$ cat src/inc/mdc_map.svh
// register offsets, field positions and reset values of the main-domain control bank
//
// Operation
// - set spi clock-count error flag when a frame has not exactly 32 clocks.
// - set spi access violation on wrong access, init-only write in normal, unknown address.
// - set spi crc error flag when a received spi frame checksum mismatches.
// - set i2c crc error flag when a received i2c transfer checksum mismatches.
// - set i2c access violation on wrong access, init-only write in normal, unknown address.
// - error flags clear on reset and on writing one; writing zero keeps them.
// - summary error bit is OR of all comm flags and fail-safe comm error.
// - read-only bit shows live pll lock state.
// - read-only bit shows pll source: zero internal, one external input.
// - writing one to ext input disable drops external input selection; zero does nothing.
// - normal-state bit reads one only while main state machine is in normal.
// - wake1 and wake2 disable bits block wake-up when one; readable and writable.
// - writing one to standby request sends device to standby; zero does nothing.
// - pull-down disable bit forces pre-regulator pull-down off, else logic controls it.
// - writing one to a regulator disable request switches that regulator off.
// - writing one to an enable request switches regulator on unless its disable bit is also one; zero changes nothing.
// - two-bit boost slew field: slow, medium, fast, ultra fast.
// - tsd reaction zero shuts regulator only; one also goes to deep fail-safe.
// - pre-regulator low-side drive two-bit field, reset value 11.
// - pre-regulator high-side drive two-bit field, reset value from otp.
// - divider ratio bit selects analog mux divider, low or high ratio.
// - clock register field order fixed, all fields reset to zero.
// - external input divided by one when fin_divider zero, by six when one.
// - writing one to ext input select request asks for external pll input.
// - normal-state bit resets to one, other mode bits reset to zero.
`ifndef MDC_MAP_SVH
`define MDC_MAP_SVH

// ----------------------------------------
// register offsets
// ----------------------------------------
`define MDC_ADDR_FLAGS   3'h0
`define MDC_ADDR_MODE    3'h1
`define MDC_ADDR_REGREQ  3'h2
`define MDC_ADDR_TSDSLEW 3'h3
`define MDC_ADDR_MUXSEL  3'h4
`define MDC_ADDR_CLOCK   3'h5

// ----------------------------------------
// flag register fields
// ----------------------------------------
`define MDC_FLG_SUMMARY   15
`define MDC_FLG_SPI_CLK   4
`define MDC_FLG_SPI_VIOL  3
`define MDC_FLG_SPI_CRC   2
`define MDC_FLG_I2C_CRC   1
`define MDC_FLG_I2C_VIOL  0
`define MDC_SPI_CLOCKS    6'h20

// ----------------------------------------
// mode register fields
// ----------------------------------------
`define MDC_MODE_PLL_LOCK 8
`define MDC_MODE_EXT_ACT  7
`define MDC_MODE_EXT_DIS  6
`define MDC_MODE_NORMAL   5
`define MDC_MODE_WAKE2    2
`define MDC_MODE_WAKE1    1
`define MDC_MODE_STBY     0

// ----------------------------------------
// regulator request, tsd/slew, analog mux, clock fields
// ----------------------------------------
`define MDC_REQ_PD_DIS    15
`define MDC_REQ_OFF_MSB   14
`define MDC_REQ_OFF_LSB   8
`define MDC_REQ_ON_MSB    6
`define MDC_REQ_ON_LSB    0
`define MDC_TS_SLEW_MSB   15
`define MDC_TS_SLEW_LSB   14
`define MDC_TS_REACT_MSB  13
`define MDC_TS_REACT_LSB  8
`define MDC_TS_LS_MSB     4
`define MDC_TS_LS_LSB     3
`define MDC_TS_HS_MSB     1
`define MDC_TS_HS_LSB     0
`define MDC_LS_DRIVE_RST  2'h3
`define MDC_MUX_RATIO     5
`define MDC_CLK_EXT_SEL   6
`define MDC_FIN_EDGE_LAST 2'h2

`endif

$ cat src/inc/mdc_pkg.sv
// types shared by the main-domain control bank
package mdc_pkg;
    typedef enum logic {MDC_SRC_SPI, MDC_SRC_I2C} mdc_src_t;

    typedef struct packed {
        logic        valid;
        logic        write;
        mdc_src_t    src;
        logic [2:0]  addr;
        logic [15:0] wdata;
    } mdc_access_t;

    typedef struct packed {
        logic [6:0] on;
        logic [6:0] off;
    } mdc_reg_req_t;

    typedef struct packed {
        logic       mod_range;
        logic [3:0] out_mux;
        logic [2:0] out_phase;
        logic       out_src;
        logic       fin_divider;
        logic       modulation_enable;
        logic [3:0] tune;
    } mdc_clock_cfg_t;
endpackage

$ cat src/mdc_regs.sv
// main-domain control and status register bank
`timescale 1ns/100ps
`include "mdc_map.svh"

module mdc_regs (
    input  wire logic                   mclk,
    input  wire logic                   srst,
    input  wire mdc_pkg::mdc_access_t   acc,
    input  wire logic                   spi_clk_err_in,
    input  wire logic [5:0]             spi_clk_count,
    input  wire logic                   spi_frame_end,
    input  wire logic                   spi_crc_err_in,
    input  wire logic                   i2c_crc_err_in,
    input  wire logic                   spi_wrong_access_in,
    input  wire logic                   i2c_wrong_access_in,
    input  wire logic                   fs_comm_error,
    input  wire logic                   pll_locked_in,
    input  wire logic                   ext_input_active_in,
    input  wire logic                   main_in_normal,
    input  wire logic                   wake1_event,
    input  wire logic                   wake2_event,
    input  wire logic                   pulldown_auto,
    input  wire logic [5:0]             tsd_event,
    input  wire logic [5:0]             otp_tsd_reaction,
    input  wire logic [1:0]             otp_boost_slew,
    input  wire logic [1:0]             otp_highside_drive,
    input  wire logic                   fin_in,
    output logic [15:0]                 rd_data_reg,
    output logic                        rd_valid_reg,
    output logic                        comm_error_summary_reg,
    output mdc_pkg::mdc_reg_req_t       reg_req_reg,
    output logic                        standby_request_reg,
    output logic                        ext_input_select_request_reg,
    output logic                        ext_input_select_disable_reg,
    output logic                        wakeup_reg,
    output logic                        pre_reg_pulldown_en_reg,
    output logic [1:0]                  boost_slew_rate_reg,
    output logic [5:0]                  tsd_reaction_reg,
    output logic [1:0]                  pre_reg_lowside_drive_reg,
    output logic [1:0]                  pre_reg_highside_drive_reg,
    output logic [5:0]                  tsd_shutdown_reg,
    output logic                        deep_failsafe_reg,
    output logic                        divider_ratio_reg,
    output logic [4:0]                  analog_mux_channel_reg,
    output mdc_pkg::mdc_clock_cfg_t     clock_cfg_reg,
    output logic                        fin_divided_reg
);
    import mdc_pkg::*;

    // ----------------------------------------
    // stored state
    // ----------------------------------------
    logic [4:0]  flags_reg;
    logic [4:0]  flags_next;
    logic        pll_locked_reg;
    logic        ext_active_reg;
    logic        normal_status_reg;
    logic        wake1_disable_reg;
    logic        wake2_disable_reg;
    logic        pulldown_disable_reg;
    logic        fin_prev_reg;
    logic [1:0]  fin_count_reg;
    logic        fin_half_reg;

    // ----------------------------------------
    // access decode
    // ----------------------------------------
    wire        wr       = acc.valid && acc.write;
    wire        rd       = acc.valid && !acc.write;
    wire        addr_ok  = acc.addr <= `MDC_ADDR_CLOCK;
    wire        init_wr  = wr && acc.addr == `MDC_ADDR_TSDSLEW && normal_status_reg;
    wire        bad_acc  = acc.valid && (!addr_ok || init_wr);
    wire        wr_ok    = wr && addr_ok && !init_wr;
    wire        wr_flags = wr_ok && acc.addr == `MDC_ADDR_FLAGS;
    wire        wr_mode  = wr_ok && acc.addr == `MDC_ADDR_MODE;
    wire        wr_req   = wr_ok && acc.addr == `MDC_ADDR_REGREQ;
    wire        wr_ts    = wr_ok && acc.addr == `MDC_ADDR_TSDSLEW;
    wire        wr_mux   = wr_ok && acc.addr == `MDC_ADDR_MUXSEL;
    wire        wr_clock = wr_ok && acc.addr == `MDC_ADDR_CLOCK;
    wire [15:0] wd       = acc.wdata;

    // ----------------------------------------
    // error flag events
    // ----------------------------------------
    wire clk_miscount = spi_frame_end && spi_clk_count != `MDC_SPI_CLOCKS;
    wire spi_viol     = spi_wrong_access_in || (bad_acc && acc.src == MDC_SRC_SPI);
    wire i2c_viol     = i2c_wrong_access_in || (bad_acc && acc.src == MDC_SRC_I2C);
    wire [4:0] flag_set = {spi_clk_err_in || clk_miscount, spi_viol,
                           spi_crc_err_in, i2c_crc_err_in, i2c_viol};
    wire [4:0] flag_clr = wr_flags ? wd[`MDC_FLG_SPI_CLK:`MDC_FLG_I2C_VIOL] : 5'h00;

    // set beats a clear in the same cycle
    assign flags_next = flag_set | (flags_reg & ~flag_clr);
    wire   summary    = |flags_next || fs_comm_error;

    // ----------------------------------------
    // read mux
    // ----------------------------------------
    logic [15:0] rd_mux;
    always_comb begin
        rd_mux = 16'h0000;
        unique case (acc.addr)
            `MDC_ADDR_FLAGS: begin
                rd_mux[`MDC_FLG_SPI_CLK:`MDC_FLG_I2C_VIOL] = flags_reg;
                rd_mux[`MDC_FLG_SUMMARY] = |flags_reg || fs_comm_error;
            end
            `MDC_ADDR_MODE: begin
                rd_mux[`MDC_MODE_PLL_LOCK] = pll_locked_reg;
                rd_mux[`MDC_MODE_EXT_ACT]  = ext_active_reg;
                rd_mux[`MDC_MODE_NORMAL]   = normal_status_reg;
                rd_mux[`MDC_MODE_WAKE2]    = wake2_disable_reg;
                rd_mux[`MDC_MODE_WAKE1]    = wake1_disable_reg;
            end
            `MDC_ADDR_REGREQ: begin
                // request bits are not stored and read zero
                rd_mux[`MDC_REQ_PD_DIS] = pulldown_disable_reg;
            end
            `MDC_ADDR_TSDSLEW: begin
                rd_mux[`MDC_TS_SLEW_MSB:`MDC_TS_SLEW_LSB]   = boost_slew_rate_reg;
                rd_mux[`MDC_TS_REACT_MSB:`MDC_TS_REACT_LSB] = tsd_reaction_reg;
                rd_mux[`MDC_TS_LS_MSB:`MDC_TS_LS_LSB]       = pre_reg_lowside_drive_reg;
                rd_mux[`MDC_TS_HS_MSB:`MDC_TS_HS_LSB]       = pre_reg_highside_drive_reg;
            end
            `MDC_ADDR_MUXSEL: begin
                rd_mux[`MDC_MUX_RATIO]  = divider_ratio_reg;
                rd_mux[4:0]             = analog_mux_channel_reg;
            end
            `MDC_ADDR_CLOCK: begin
                rd_mux[15:7] = {clock_cfg_reg.mod_range, clock_cfg_reg.out_mux,
                                clock_cfg_reg.out_phase, clock_cfg_reg.out_src};
                rd_mux[5:0]  = {clock_cfg_reg.fin_divider, clock_cfg_reg.modulation_enable,
                                clock_cfg_reg.tune};
            end
            default: rd_mux = 16'h0000;
        endcase
    end

    // ----------------------------------------
    // flags, status and read answer
    // ----------------------------------------
    always_ff @(posedge mclk) begin
        if (srst) begin
            flags_reg              <= 5'h00;
            comm_error_summary_reg <= 1'b0;
            rd_data_reg            <= 16'h0000;
            rd_valid_reg           <= 1'b0;
            pll_locked_reg         <= 1'b0;
            ext_active_reg         <= 1'b0;
            normal_status_reg      <= 1'b1;
        end else begin
            flags_reg              <= flags_next;
            comm_error_summary_reg <= summary;
            rd_data_reg            <= rd ? rd_mux : 16'h0000;
            rd_valid_reg           <= rd;
            pll_locked_reg         <= pll_locked_in;
            ext_active_reg         <= ext_input_active_in;
            normal_status_reg      <= main_in_normal;
        end
    end

    // ----------------------------------------
    // mode register and one-shot requests
    // ----------------------------------------
    wire req_off_any = wr_req && |wd[`MDC_REQ_OFF_MSB:`MDC_REQ_OFF_LSB];

    always_ff @(posedge mclk) begin
        if (srst) begin
            wake1_disable_reg            <= 1'b0;
            wake2_disable_reg            <= 1'b0;
            standby_request_reg          <= 1'b0;
            ext_input_select_disable_reg <= 1'b0;
            ext_input_select_request_reg <= 1'b0;
            wakeup_reg                   <= 1'b0;
            reg_req_reg                  <= '0;
        end else begin
            if (wr_mode) begin
                wake1_disable_reg <= wd[`MDC_MODE_WAKE1];
                wake2_disable_reg <= wd[`MDC_MODE_WAKE2];
            end
            standby_request_reg          <= wr_mode && wd[`MDC_MODE_STBY];
            ext_input_select_disable_reg <= wr_mode && wd[`MDC_MODE_EXT_DIS];
            ext_input_select_request_reg <= wr_clock && wd[`MDC_CLK_EXT_SEL];
            wakeup_reg <= (wake1_event && !wake1_disable_reg)
                       || (wake2_event && !wake2_disable_reg);
            reg_req_reg.off <= wr_req ? wd[`MDC_REQ_OFF_MSB:`MDC_REQ_OFF_LSB] : 7'h00;
            // a disable in the same write beats the enable
            reg_req_reg.on  <= wr_req ? wd[`MDC_REQ_ON_MSB:`MDC_REQ_ON_LSB]
                                        & ~wd[`MDC_REQ_OFF_MSB:`MDC_REQ_OFF_LSB]
                                      : 7'h00;
        end
    end

    // ----------------------------------------
    // pull-down, drive, slew and tsd reaction
    // ----------------------------------------
    always_ff @(posedge mclk) begin
        if (srst) begin
            pulldown_disable_reg       <= 1'b0;
            pre_reg_pulldown_en_reg    <= 1'b0;
            boost_slew_rate_reg        <= otp_boost_slew;
            tsd_reaction_reg           <= otp_tsd_reaction;
            pre_reg_lowside_drive_reg  <= `MDC_LS_DRIVE_RST;
            pre_reg_highside_drive_reg <= otp_highside_drive;
            tsd_shutdown_reg           <= 6'h00;
            deep_failsafe_reg          <= 1'b0;
        end else begin
            if (wr_req)
                pulldown_disable_reg <= wd[`MDC_REQ_PD_DIS];
            pre_reg_pulldown_en_reg <= pulldown_auto && !pulldown_disable_reg;
            if (wr_ts) begin
                boost_slew_rate_reg        <= wd[`MDC_TS_SLEW_MSB:`MDC_TS_SLEW_LSB];
                tsd_reaction_reg           <= wd[`MDC_TS_REACT_MSB:`MDC_TS_REACT_LSB];
                pre_reg_lowside_drive_reg  <= wd[`MDC_TS_LS_MSB:`MDC_TS_LS_LSB];
                pre_reg_highside_drive_reg <= wd[`MDC_TS_HS_MSB:`MDC_TS_HS_LSB];
            end
            tsd_shutdown_reg  <= tsd_event;
            deep_failsafe_reg <= |(tsd_event & tsd_reaction_reg);
        end
    end

    // ----------------------------------------
    // analog mux and clock configuration
    // ----------------------------------------
    always_ff @(posedge mclk) begin
        if (srst) begin
            divider_ratio_reg      <= 1'b0;
            analog_mux_channel_reg <= 5'h00;
            clock_cfg_reg          <= '0;
        end else begin
            if (wr_mux) begin
                divider_ratio_reg      <= wd[`MDC_MUX_RATIO];
                analog_mux_channel_reg <= wd[4:0];
            end
            if (wr_clock)
                clock_cfg_reg <= '{mod_range: wd[15], out_mux: wd[14:11], out_phase: wd[10:8],
                                   out_src: wd[7], fin_divider: wd[5], modulation_enable: wd[4],
                                   tune: wd[3:0]};
        end
    end

    // ----------------------------------------
    // external input divider
    // ----------------------------------------
    wire fin_rise = fin_in && !fin_prev_reg;

    always_ff @(posedge mclk) begin
        if (srst) begin
            fin_prev_reg    <= 1'b0;
            fin_count_reg   <= 2'h0;
            fin_half_reg    <= 1'b0;
            fin_divided_reg <= 1'b0;
        end else begin
            fin_prev_reg <= fin_in;
            // toggle every third rising edge gives divide by six
            if (fin_rise) begin
                fin_count_reg <= (fin_count_reg == `MDC_FIN_EDGE_LAST) ? 2'h0
                                                                       : fin_count_reg + 2'h1;
                if (fin_count_reg == `MDC_FIN_EDGE_LAST)
                    fin_half_reg <= !fin_half_reg;
            end
            fin_divided_reg <= clock_cfg_reg.fin_divider ? fin_half_reg : fin_in;
        end
    end
endmodule

$ cat config.mk
export PLATFORM = sky130hd
export DESIGN_NAME = mdc_regs
export DESIGN_NICKNAME = d
export VERILOG_FILES = /design/src/inc/mdc_pkg.sv /design/src/mdc_regs.sv
export VERILOG_INCLUDE_DIRS = /design/src /design/src/inc
export SDC_FILE = /design/constraint.sdc
export NUM_CORES = 1
export LEC_CHECK = 0
export BUFFER_PORTS_ARGS = -buffer_cell sky130_fd_sc_hd__buf_2
export CAP_MARGIN = 15
export CORE_MARGIN = 2
export CORE_UTILIZATION = 45
export CTS_CLUSTER_SIZE = 14
export DETAILED_ROUTE_END_ITERATION = 12
export PLACE_DENSITY_LB_ADDON = 0.12
export SLEW_MARGIN = 20
export SYNTH_ARGS = -nofsm -noshare
export SYNTH_HDL_FRONTEND = slang
export SYNTH_SLANG_ARGS = --single-unit
$ cat constraint.sdc
create_clock -name mclk -period 2.2 [get_ports mclk]
set_input_delay 0.44 -clock mclk [delete_from_list [all_inputs] [get_ports mclk]]
set_output_delay 0.44 -clock mclk [all_outputs]
set_load 0.005 [all_outputs]
==> metrics.md, run 1 <==
| Metric | Value |
|---|---|
| Seq/Total Area, Yosys | `between 50% and 60%` |
| Clock root buffer | `sky130_fd_sc_hd__clkbuf_8` |
| Post CTS Setup Buffer Count | `0` |
| Post-Syn Area per Cell | `between 10 and 15 um2` |
| Design Power | `approximately 3.2 mW` |
| VDD IR-drop max | `approximately 0.33 mV` |
| Fin crit share | `around three quarters` |
| Final worst path period need | `between 1.5 and 2 ns` |
| Warnings from Yosys | `0` |
| Total area of multi-input combinational cells | `about 1400 um2` |
| Crit path required time | `around 2.2 ns` |
| Crit start category | `input pin` |
| Main flop type after synthesis | `sky130_fd_sc_hd__dfxtp_1` |
| Clock transition at the register clock pins on the worst setup and hold paths after CTS | `~0.09 ns` |
| Fmax achieved | `between 600 and 700 MHz` |
| Final-layout fill cell count | `720` |
| Full die area | `approximately 8500 um2` |
| Sequential cell area | `1942 um2` |
| Number of enable-type register cells in the synthesized netlist | `10` |
| Switching share of total power | `approximately 25%` |
| Share of synthesized cell area in and, or, nand and nor gates | `21.56%` |
| Setup TNS | `0 ns` |
| Slew Viols, Final | `0` |
| Via density per instance | `5.085` |
| Wire length of the first global-routing pass | `around 15000 um` |
| Crit-path max FO | `10` |
| Sw Pwr | `around 800 uW` |
| Post-synth design cell area | `~3500 um2` |
| Maximum number of pins on one net before global-route repair | `17` |
| Internal portion of total power | `around 2.4 mW` |
| Combinational power share | `under 10%` |
| Post-cts gate resize count | `0` |
| Mux contribution to synthesized area | `approximately 8.5%` |
| Cell with the largest stage delay on the worst path | `sky130_fd_sc_hd__or3b_1` |
| Commonest cells in the synthesized netlist | `sky130_fd_sc_hd__dfxtp_1 (82), sky130_fd_sc_hd__nand2_1 (44), sky130_fd_sc_hd__nor2_1 (39)` |
| Count of input and output buffers | `136` |
| Total routing resource utilization after global routing | `22.39%` |
| Core area | `7647 um2` |
| Top cells by area in the synthesized netlist | `sky130_fd_sc_hd__dfxtp_1 (47%), sky130_fd_sc_hd__edfxtp_1 (8.6%), sky130_fd_sc_hd__nand2_1 (4.7%)` |
| Compound-cell area share of the yosys netlist | `around 10%` |
| Core Rows | `32` |
| Routed length per instance | `about 16 um` |
| Number of antenna violations at the first check in global routing | `0` |
| DRC violation total after the first TritonRoute iteration | `203` |
| Data arrival time of the critical path | `approximately 1.6 ns` |
| Hold Fails Final Rpt | `0` |
| Total of flip-flops plus latches after synthesis | `just over 90` |
| Die X | `between 90 and 100 um` |
| Number of iterations in the first detailed-routing pass | `5` |
| Clock tree from TritonCTS | `built` |
| Wire length reported by the detailed router | `around 9400 um` |
| GRT Residual Overflow | `0` |
| Via count | `3005` |
| Share of post-route cells with drive strength above 1 | `between 30% and 40%` |
| Actual transition at the worst max-transition pin | `a little under 0.7 ns` |
| CTS HTree Levels | `3` |
| Result of the run | `complete, no violations` |
| RSZ-0062 raised after global routing | `no` |
| Library cell with the highest instance count after synthesis | `sky130_fd_sc_hd__dfxtp_1` |
| Clk network pwr share | `roughly a third` |
| GPL Wtd Cong | `approximately 0.9` |
| Final number of setup-violating endpoints | `0` |
| Max Cap Violations | `0` |
| Initial standard-cell utilization of the core | `45.91%` |
| Max Buffers Root-to-Sink | `2` |
| Top-level port count | `138` |
| Number of nets produced by synthesis | `407` |
| CTS sink count | `92` |
| CP peak stage delay | `0.45 ns` |
| Antenna-violating nets left | `0` |
| Kind of end point of the critical path | `flop` |
| Post-synth top area share | `46.76%` |
| Net count reported at finish | `between 500 and 600` |
| Arithmetic-cell share of the synthesized area counting full adders, half adders and majority gates | `0%` |
| Normalized max-slew margin | `between 50% and 60%` |
| CTS hold repair buffers | `0` |
| Fraction of synthesis flops using an asynchronous set or reset pin | `0%` |
| Path class of the lowest-slack min-delay path | `in2reg` |
| Distinct cells, synth | `41` |
| Post-route DRC | `0` |
| Clock Latency Late Sink | `about 0.36 ns` |
| Synth-to-Final Area Change | `27.12%` |
| Cell area power density | `around 700 nW/um2` |
| Flop pwr share | `55.9%` |
| Main combinational cell family by area after synthesis | `simple AND/OR/NAND/NOR gates` |
| Overall die height | `approximately 92 um` |
| Num CTS Buffers | `9` |
| Final antenna diode count | `0` |
| Yosys top cell by area | `sky130_fd_sc_hd__dfxtp_1` |
| Worst setup path category | `in2reg` |
| Number of global-route vias before repair | `2847` |
| Detail Placement HPWL | `7064 um` |
| Leakage | `1.970 nW` |
| Cells along the critical path | `buf_2 > nand3_1 > or3b_1 > nand2b_1` |
| Clock Skews | `~0.0087 ns` |
| Number of instances in the synthesized netlist | `roughly 350` |
| Post-Synth XOR/XNOR Area | `0.4989%` |
through the flow:
stage | worst slack (ns) | cells | hold WS, ns | utilization [%] | cell area [um2]
after detailed placement | 0.2042 | 575 | 0.4615 | 55.86 | 4272
final | 0.5857 | 591 | 0.2872 | 58.36 | 4463
after global placement | 0.2348 | 575 | 0.4612 | 55.86 | 4272
after floorplan | 0.3526 | 347 | 0.4169 | - | 3511
after CTS | 0.5814 | 591 | 0.2785 | 58.36 | 4463
after global routing | 0.4447 | 591 | 0.2763 | 58.36 | 4463
metal layers:
layer	track usage [%]	up-vias	wire [um]	part of all wire, %
met5	0	-	0	0
met4	10.32	0	184	2.0
met3	4.475	19	706	7.5
met2	34.06	139	4310	46
met1	30.76	1392	4168	44
li1	-	1455	-	-
worst paths after layout:
| check | slack, ns | cells after the start | to | start |
|---|---|---|---|---|
| worst max-delay path | 0.59 | 4 | tsd_reaction_reg[2] | acc[16] |
| worst min-delay path | 0.29 | 2 | normal_status_reg | main_in_normal |
| worst max register to register | 0.67 | 2 | tsd_reaction_reg[2] | normal_status_reg |
| worst min register to register | 0.48 | 2 | clock_cfg_reg[11] | clock_cfg_reg[11] |
worst max-delay path: cells and delay by family:
family	cells	cell delay, ns
simple gates	3	1.02
buf+inv	1	0.16
cell families (layout without fill, tap and decap cells):
kind of cell,Yosys count,in the layout
muxes,27,27
and+or+nand+nor,146,146
AOI/OAI and AO/OA,55,55
other,1,1
DFF,92,92
buffers and inverters,24,166
xor gates and xnor gates,2,2
final cells by class:
class / count / share of cell area, %
sequential: 92 / 43.51
tap: 102 / 2.860
clock buffer: 11 / 3.420
timing repair buffer: 147 / 17.10
inverter: 3 / 0.2523
clock inverter: 5 / 0.8691
multi-input combinational: 231 / 31.99
power by group through the flow:
stage	registers, mW	clock network, mW	logic, mW
after floorplan	1.81	0	0.151
after global placement	1.81	0	0.294
after detailed placement	1.81	0	0.297
after CTS	1.77	1.12	0.298
after global routing	1.78	1.19	0.329
final	1.77	1.10	0.297
cells in the final DEF, fill, tap and decap left out, types with 4 or more instances in the layout:
cell	count
sky130_fd_sc_hd__nand2b_1	11
sky130_fd_sc_hd__clkbuf_8	9
sky130_fd_sc_hd__a31oi_1	4
sky130_fd_sc_hd__nor2b_1	12
sky130_fd_sc_hd__nand2_1	44
sky130_fd_sc_hd__dfxtp_1	82
sky130_fd_sc_hd__nor3b_1	4
sky130_fd_sc_hd__mux2i_1	14
sky130_fd_sc_hd__buf_2	136
sky130_fd_sc_hd__a22oi_1	14
sky130_fd_sc_hd__a21oi_1	28
sky130_fd_sc_hd__nor3b_2	7
sky130_fd_sc_hd__and2_1	9
sky130_fd_sc_hd__nor2_1	39
sky130_fd_sc_hd__buf_4	11
sky130_fd_sc_hd__nor3_1	5
sky130_fd_sc_hd__nand3_1	5
sky130_fd_sc_hd__edfxtp_1	10
sky130_fd_sc_hd__mux2_2	12
sky130_fd_sc_hd__o22a_1	4
No activity file was read; power rests on OpenSTA's default activity.
==> inputs of run 2 (changes only) <==
Settings changed: CORE_UTILIZATION 45 to 43.
Clock period 2.2 ns to 1.32 ns, I/O delays scaled along.
==> run 2 against run 1 <==
Net effect: the run now ends with setup timing left; power is 70% higher; worst setup slack worse by 0.61 ns; global-route usage is 0.080 points higher; die area is 4.4% higher; via count is 2.2% higher; critical path type is now reg2reg; largest cell class unchanged; largest power group unchanged.
==> metrics.md, run 2 (synthesized netlist as in run 1, its figures left out) <==
| Metric | Value |
|---|---|
| DRC violation total after the first TritonRoute iteration | `149 (was 203)` |
| Synth-to-Final Area Change | `36.35% (was 27.12%)` |
| Global Route met3 Usage | `4.150% (was 4.475%)` |
| Post CTS Setup Buffer Count | `0 (unchanged)` |
| Reg2reg path depth | `4 (was 2)` |
| Worst Hold End | `normal_status_reg (unchanged)` |
| Worst setup path category | `reg2reg (was in2reg)` |
| Non-filler cells, final | `623 (was 591)` |
| Via density per instance | `4.929 (was 5.085)` |
| Core Rows | `32 (unchanged)` |
| Met1 track utilization from global routing | `31.80% (was 30.76%)` |
| Num CTS Buffers | `9 (unchanged)` |
| Initial standard-cell utilization of the core | `44.97% (was 45.91%)` |
| Met2 Resource Use GR | `34.17% (was 34.06%)` |
| RSZ-0062 raised after global routing | `yes (was no)` |
| Leakage | `2.148 nW (was 1.970 nW)` |
| Clock tree from TritonCTS | `built (unchanged)` |
| CTS HTree Levels | `3 (unchanged)` |
| Count of input and output buffers | `136 (unchanged)` |
| Setup slack, reg-to-reg | `-0.02 ns (was 0.67 ns)` |
| Path class of the lowest-slack min-delay path | `in2reg (unchanged)` |
| GRT Residual Overflow | `0 (unchanged)` |
| Final antenna diode count | `0 (unchanged)` |
| Peak-usage layer in the global routing report | `met2 (unchanged)` |
| Launch point of the worst path | `flags_reg[2] (was acc[16])` |
| Setup TNS | `-0.01990 ns (was 0 ns)` |
| Crit start category | `flop (was input pin)` |
| GPL Wtd Cong | `0.9227 (was 0.8958)` |
| Overall die height | `94.36 um (was 92.33 um)` |
| VDD IR-drop max | `0.6166 mV (was 0.3275 mV)` |
| Cell area after placement | `4559 um2 (was 4272 um2)` |
| Fmax achieved | `between 700 and 800 MHz` |
| Kind of end point of the critical path | `flop (unchanged)` |
| Failing checks | `setup timing` |
| CTS hold repair buffers | `0 (unchanged)` |
| Cells along the critical path | `or4_4 > o31ai_4 > a21o_1 > a21oi_2 (was buf_2 > nand3_1 > or3b_1 > nand2b_1)` |
| Top-level port count | `138 (unchanged)` |
| CP peak stage delay | `0.52 ns (was 0.45 ns)` |
| Placed cells | `607 (was 575)` |
| Core area | `7807 um2 (was 7647 um2)` |
| Wire length reported by the detailed router | `9806 um (was 9369 um)` |
| Design Power | `5.399 mW (was 3.171 mW)` |
| Crit-path max FO | `2 (was 10)` |
| Final number of setup-violating endpoints | `1 (was 0)` |
| Wire length of the first global-routing pass | `14950 um (was 14720 um)` |
| Beginning of the worst register-to-register path | `flags_reg[2] (was normal_status_reg)` |
| Share of post-route cells with drive strength above 1 | `43.57% (was 37.83%)` |
| Setup slack after layout | `-0.01990 ns (was 0.5857 ns)` |
| CTS sink count | `92 (unchanged)` |
| Clock transition at the register clock pins on the worst setup and hold paths after CTS | `0.09 ns (about the same)` |
| Final worst path period need | `~1.3 ns` |
| Slew Viols, Final | `0 (unchanged)` |
| Commonest non-fill, non-tap cell in the layout | `sky130_fd_sc_hd__buf_2 (unchanged)` |
| Result of the run | `finished with violations (was complete, no violations)` |
| Cell count of the worst hold path | `2 (unchanged)` |
| Crit path required time | `1.57 ns (was 2.20 ns)` |
| Net count reported at finish | `576 (was 544)` |
| Clock root buffer | `sky130_fd_sc_hd__clkbuf_8 (unchanged)` |
| Maximum number of pins on one net before global-route repair | `24 (was 17)` |
| Worst-case setup slack after placement | `-0.2011 ns (was 0.2042 ns)` |
| Cell area power density | `1128 nW/um2 (was 710.6 nW/um2)` |
| Full die area | `8904 um2 (was 8525 um2)` |
| Detail Placement HPWL | `7577 um (was 7064 um)` |
| Final standard cell area without fillers | `4787 um2 (was 4463 um2)` |
| Total routing resource utilization after global routing | `22.47% (was 22.39%)` |
| Via count | `3071 (was 3005)` |
| Clock Latency Late Sink | `0.36 ns (about the same)` |
| Routed length per instance | `15.74 um (was 15.85 um)` |
| Number of global-route vias before repair | `2912 (was 2847)` |
| Destination of the worst register-to-register timing path | `rd_data_reg[15] (was tsd_reaction_reg[2])` |
| Startpoint of the tightest hold check path | `main_in_normal (unchanged)` |
| Number of antenna violations at the first check in global routing | `0 (unchanged)` |
| Clock Skews | `0.01123 ns (was 0.008723 ns)` |
| Die X | `94.36 um (was 92.33 um)` |
| Data arrival time of the critical path | `1.59 ns (was 1.62 ns)` |
| Most used cells in the layout excluding fill and tap cells | `sky130_fd_sc_hd__buf_2 (136), sky130_fd_sc_hd__dfxtp_1 (79), sky130_fd_sc_hd__nand2_1 (44) (was sky130_fd_sc_hd__buf_2 (136), sky130_fd_sc_hd__dfxtp_1 (82), sky130_fd_sc_hd__nand2_1 (44))` |
| Max Cap Violations | `0 (unchanged)` |
| Cell with the largest stage delay on the worst path | `sky130_fd_sc_hd__or4_4 (was sky130_fd_sc_hd__or3b_1)` |
| Max Buffers Root-to-Sink | `2 (unchanged)` |
| Post-route DRC | `0 (unchanged)` |
| Number of iterations in the first detailed-routing pass | `4 (was 5)` |
| Hold Fails Final Rpt | `0 (unchanged)` |
| Antenna-violating nets left | `0 (unchanged)` |
| Fin crit share | `101.5%` |
run 2: cell count changes in the layout (fill, tap and decap cells not counted), sizes merged:
cell,delta
buf,+32
inv,-2
clkinvlp,+1
clkbuf,+1
run 2: final cells by class:
| cell class | instances | area [um2] |
|---|---|---|
| Timing Repair Buffer | 179 | 1041 |
| Clock buffer | 12 | 166.4 |
| Multi-Input combinational cell | 231 | 1465 |
| Clock inverter | 4 | 30.03 |
| Sequential cell | 92 | 1946 |
| Inverter | 3 | 11.26 |
| Fill cell | 707 | 3020 |
| Tap cell | 102 | 127.6 |
run 2: metrics by stage:
step / util (%) / hold slack [ns]
floorplan: - / 0.3335
global placement: 58.40 / 0.4501
detailed placement: 58.40 / 0.4506
CTS: 61.15 / 0.06972
global route: 61.31 / 0.07319
finish: 61.31 / 0.08302
run 2: critical path, delay by kind of cell (launching register included):
kind	cells	cell delay, ns
flops	1	0.33
compound gates	3	0.40
simple gates	1	0.52
run 2: report_power, final:
part	switching (mW)	internal, mW	total (mW)
sequential	0.0504	2.91	2.96
combinational	0.287	0.300	0.588
clock	0.993	0.859	1.85
run 2: layer usage:
metal,up-vias,wire [um]
met5,-,0
met4,0,138
met3,12,597
met2,100,4437
met1,1436,4633
li1,1523,-
run 2: how the worst max path moves through the flow:
| stage | end | slack, ns | cells after the start |
|---|---|---|---|
| final | rd_data_reg[15] | -0.02 | 4 |
| after global routing | rd_data_reg[15] | -0.04 | 4 |
| after CTS | rd_data_reg[15] | -0.05 | 4 |
| after detailed placement | comm_error_summary_reg | -0.20 | 7 |
| after global placement | comm_error_summary_reg | -0.20 | 7 |
| after floorplan | boost_slew_rate_reg[0] | -0.15 | 5 |
run 2: what timing repair did:
action,CTS,global route
endpoints found under the setup margin,1,3
pin swaps,3,5
resized for setup,4,4
==> inputs of run 3 (changes only) <==
Settings changed: CORE_UTILIZATION 43 to 45, PLACE_DENSITY_LB_ADDON 0.12 to 0.25.
Clock period 1.32 ns to 1.5 ns, I/O delays scaled along.
==> run 3 against run 2 <==
Net effect: the run now ends clean; die area is 4.3% lower; worst setup slack improved by 0.095 ns; fmax is 5.9% lower; non-clock buffer count decreased by 11; core utilization decreased by 0.20 points; cell count is 1.8% lower; clock skew down 0.0045 ns; count of clock-buffer cells in the layout shrank 2; critical path depth unchanged; sequential power down 12%; power is 11% lower; routed wire length increased by 1.2%; largest cell class unchanged; highest routed layer unchanged.
==> metrics.md, run 3 (synthesized netlist as in run 1, its figures left out) <==
| Metric | Value |
|---|---|
| Clock Latency Late Sink | `0.36 ns (about the same)` |
| Fmax achieved | `701.9 MHz (was 746.3 MHz)` |
| Initial standard-cell utilization of the core | `45.91% (was 44.97%)` |
| Flop pwr share | `54.4% (was 54.8%)` |
| Overall die height | `92.33 um (was 94.36 um)` |
| Full die area | `8525 um2 (was 8904 um2)` |
| Crit path required time | `1.76 ns (was 1.57 ns)` |
| Wire length reported by the detailed router | `9925 um (was 9806 um)` |
| Final-layout fill cell count | `670 (was 707)` |
| Cell area after placement | `4464 um2 (was 4559 um2)` |
| Kind of end point of the critical path | `flop (unchanged)` |
| Worst-case setup slack after placement | `-0.1072 ns (was -0.2011 ns)` |
| Clock transition at the register clock pins on the worst setup and hold paths after CTS | `0.09 ns (about the same)` |
| CTS HTree Levels | `3 (unchanged)` |
| RSZ-0062 raised after global routing | `no (was yes)` |
| Synth-to-Final Area Change | `33.11% (was 36.35%)` |
| Met2 Resource Use GR | `38.69% (was 34.17%)` |
| Post-route DRC | `0 (unchanged)` |
| Die X | `92.33 um (was 94.36 um)` |
| Clock Skews | `0.006730 ns (was 0.01123 ns)` |
| Worst hold margin | `0.1137 ns (was 0.08302 ns)` |
| Total routing resource utilization after global routing | `24.06% (was 22.47%)` |
| Leakage | `2.088 nW (was 2.148 nW)` |
| Util after Layout | `61.11% (was 61.31%)` |
| Internal portion of total power | `3.585 mW (was 4.068 mW)` |
| Via count | `3063 (was 3071)` |
| Post CTS Setup Buffer Count | `0 (unchanged)` |
| DRC violation total after the first TritonRoute iteration | `166 (was 149)` |
| Detail Placement HPWL | `7619 um (was 7577 um)` |
| Crit start category | `flop (unchanged)` |
| Maximum number of pins on one net before global-route repair | `24 (unchanged)` |
| Cell area power density | `1023 nW/um2 (was 1128 nW/um2)` |
| Final standard cell area without fillers | `4673 um2 (was 4787 um2)` |
| GRT Residual Overflow | `0 (unchanged)` |
| Max Cap Violations | `0 (unchanged)` |
| Fin crit share | `94.98% (was 101.5%)` |
| Via density per instance | `5.005 (was 4.929)` |
| Number of global-route vias before repair | `3085 (was 2912)` |
| Global Route met3 Usage | `5.614% (was 4.150%)` |
| Most used cells in the layout excluding fill and tap cells | `sky130_fd_sc_hd__buf_2 (136), sky130_fd_sc_hd__dfxtp_1 (82), sky130_fd_sc_hd__nand2_1 (44) (was sky130_fd_sc_hd__buf_2 (136), sky130_fd_sc_hd__dfxtp_1 (79), sky130_fd_sc_hd__nand2_1 (44))` |
| Top-level port count | `138 (unchanged)` |
| Design Power | `4.782 mW (was 5.399 mW)` |
| Core Rows | `32 (unchanged)` |
| Wire length of the first global-routing pass | `15670 um (was 14950 um)` |
| GPL Wtd Cong | `0.9032 (was 0.9227)` |
| Met1 track utilization from global routing | `31.75% (was 31.80%)` |
| Max Buffers Root-to-Sink | `2 (unchanged)` |
| Hold Fails Final Rpt | `0 (unchanged)` |
| Data arrival time of the critical path | `1.69 ns (was 1.59 ns)` |
| Num CTS Buffers | `9 (unchanged)` |
| Antenna-violating nets left | `0 (unchanged)` |
| CTS sink count | `92 (unchanged)` |
| Clk network pwr share | `35.5% (was 34.3%)` |
| Routed length per instance | `16.22 um (was 15.74 um)` |
| Post-cts gate resize count | `0 (was 4)` |
| CTS hold repair buffers | `0 (unchanged)` |
| Net count reported at finish | `565 (was 576)` |
| Number of antenna violations at the first check in global routing | `0 (unchanged)` |
| Worst setup path category | `reg2reg (unchanged)` |
| Slew Viols, Final | `0 (unchanged)` |
| Commonest non-fill, non-tap cell in the layout | `sky130_fd_sc_hd__buf_2 (unchanged)` |
| Crit-path max FO | `2 (unchanged)` |
| Switching share of total power | `25.03% (was 24.65%)` |
| Setup slack after layout | `0.07533 ns (was -0.01990 ns)` |
| Count of input and output buffers | `136 (unchanged)` |
| VDD IR-drop max | `0.5758 mV (was 0.6166 mV)` |
| Final antenna diode count | `0 (unchanged)` |
| Number of iterations in the first detailed-routing pass | `4 (unchanged)` |
| Peak-usage layer in the global routing report | `met2 (unchanged)` |
| Path class of the lowest-slack min-delay path | `in2reg (unchanged)` |
| Clock tree from TritonCTS | `built (unchanged)` |
| Final number of setup-violating endpoints | `0 (was 1)` |
| Clock root buffer | `sky130_fd_sc_hd__clkbuf_8 (unchanged)` |
| Share of post-route cells with drive strength above 1 | `41.18% (was 43.57%)` |
| Sw Pwr | `1.197 mW (was 1.331 mW)` |
| Result of the run | `complete, no violations (was finished with violations)` |
| Final worst path period need | `1.425 ns (was 1.340 ns)` |
| Core area | `7647 um2 (was 7807 um2)` |
| Combinational power share | `10.1% (was 10.9%)` |
-- run 3: worst paths after layout --
check / start / end / slack [ns] / cells after the start
max reg2reg: flags_reg[2] / rd_data_reg[15] / 0.08 / 4
min reg2reg: clock_cfg_reg[6] / clock_cfg_reg[6] / 0.48 / 2
max: flags_reg[2] / rd_data_reg[15] / 0.08 / 4
min: main_in_normal / normal_status_reg / 0.11 / 2
-- run 3: cell type report --
class / instances / area [um2] / share of cell area [%]
clock buffers: 10 / 127.6 / 2.731
clock inverters: 6 / 76.32 / 1.633
inverters: 3 / 11.26 / 0.2410
multi-input cells: 231 / 1443 / 30.87
flip-flops and latches: 92 / 1942 / 41.55
well taps: 102 / 127.6 / 2.731
repair buffers: 168 / 945.9 / 20.24
-- run 3: layer usage --
layer / vias to the layer above / share of wire, %
met5: - / 0
met4: 0 / 2.2
met3: 17 / 4.8
met2: 103 / 49
met1: 1442 / 44
li1: 1501 / -
-- run 3: critical path: stages (launching register included) --
cell,delay [ns]
sky130_fd_sc_hd__dfxtp_1,0.32
sky130_fd_sc_hd__or4_1,0.54
sky130_fd_sc_hd__o31ai_2,0.24
sky130_fd_sc_hd__a21o_1,0.17
sky130_fd_sc_hd__a21oi_1,0.06
-- run 3: metrics by stage --
stage | std cells | setup TNS, ns
final | 612 | 0
after floorplan | 347 | -0.09148
after global placement | 596 | -0.05426
after CTS | 612 | 0
after detailed placement | 596 | -0.5904
after global routing | 612 | 0
-- run 3: power groups by stage --
stage	logic (mW)	registers, mW	clock network, mW
2_1_floorplan	0.225	2.65	0
3_3_place_gp	0.473	2.66	0
3_5_place_dp	0.480	2.66	0
4_1_cts	0.484	2.60	1.73
5_1_grt	0.530	2.61	1.82
6_report	0.484	2.60	1.70
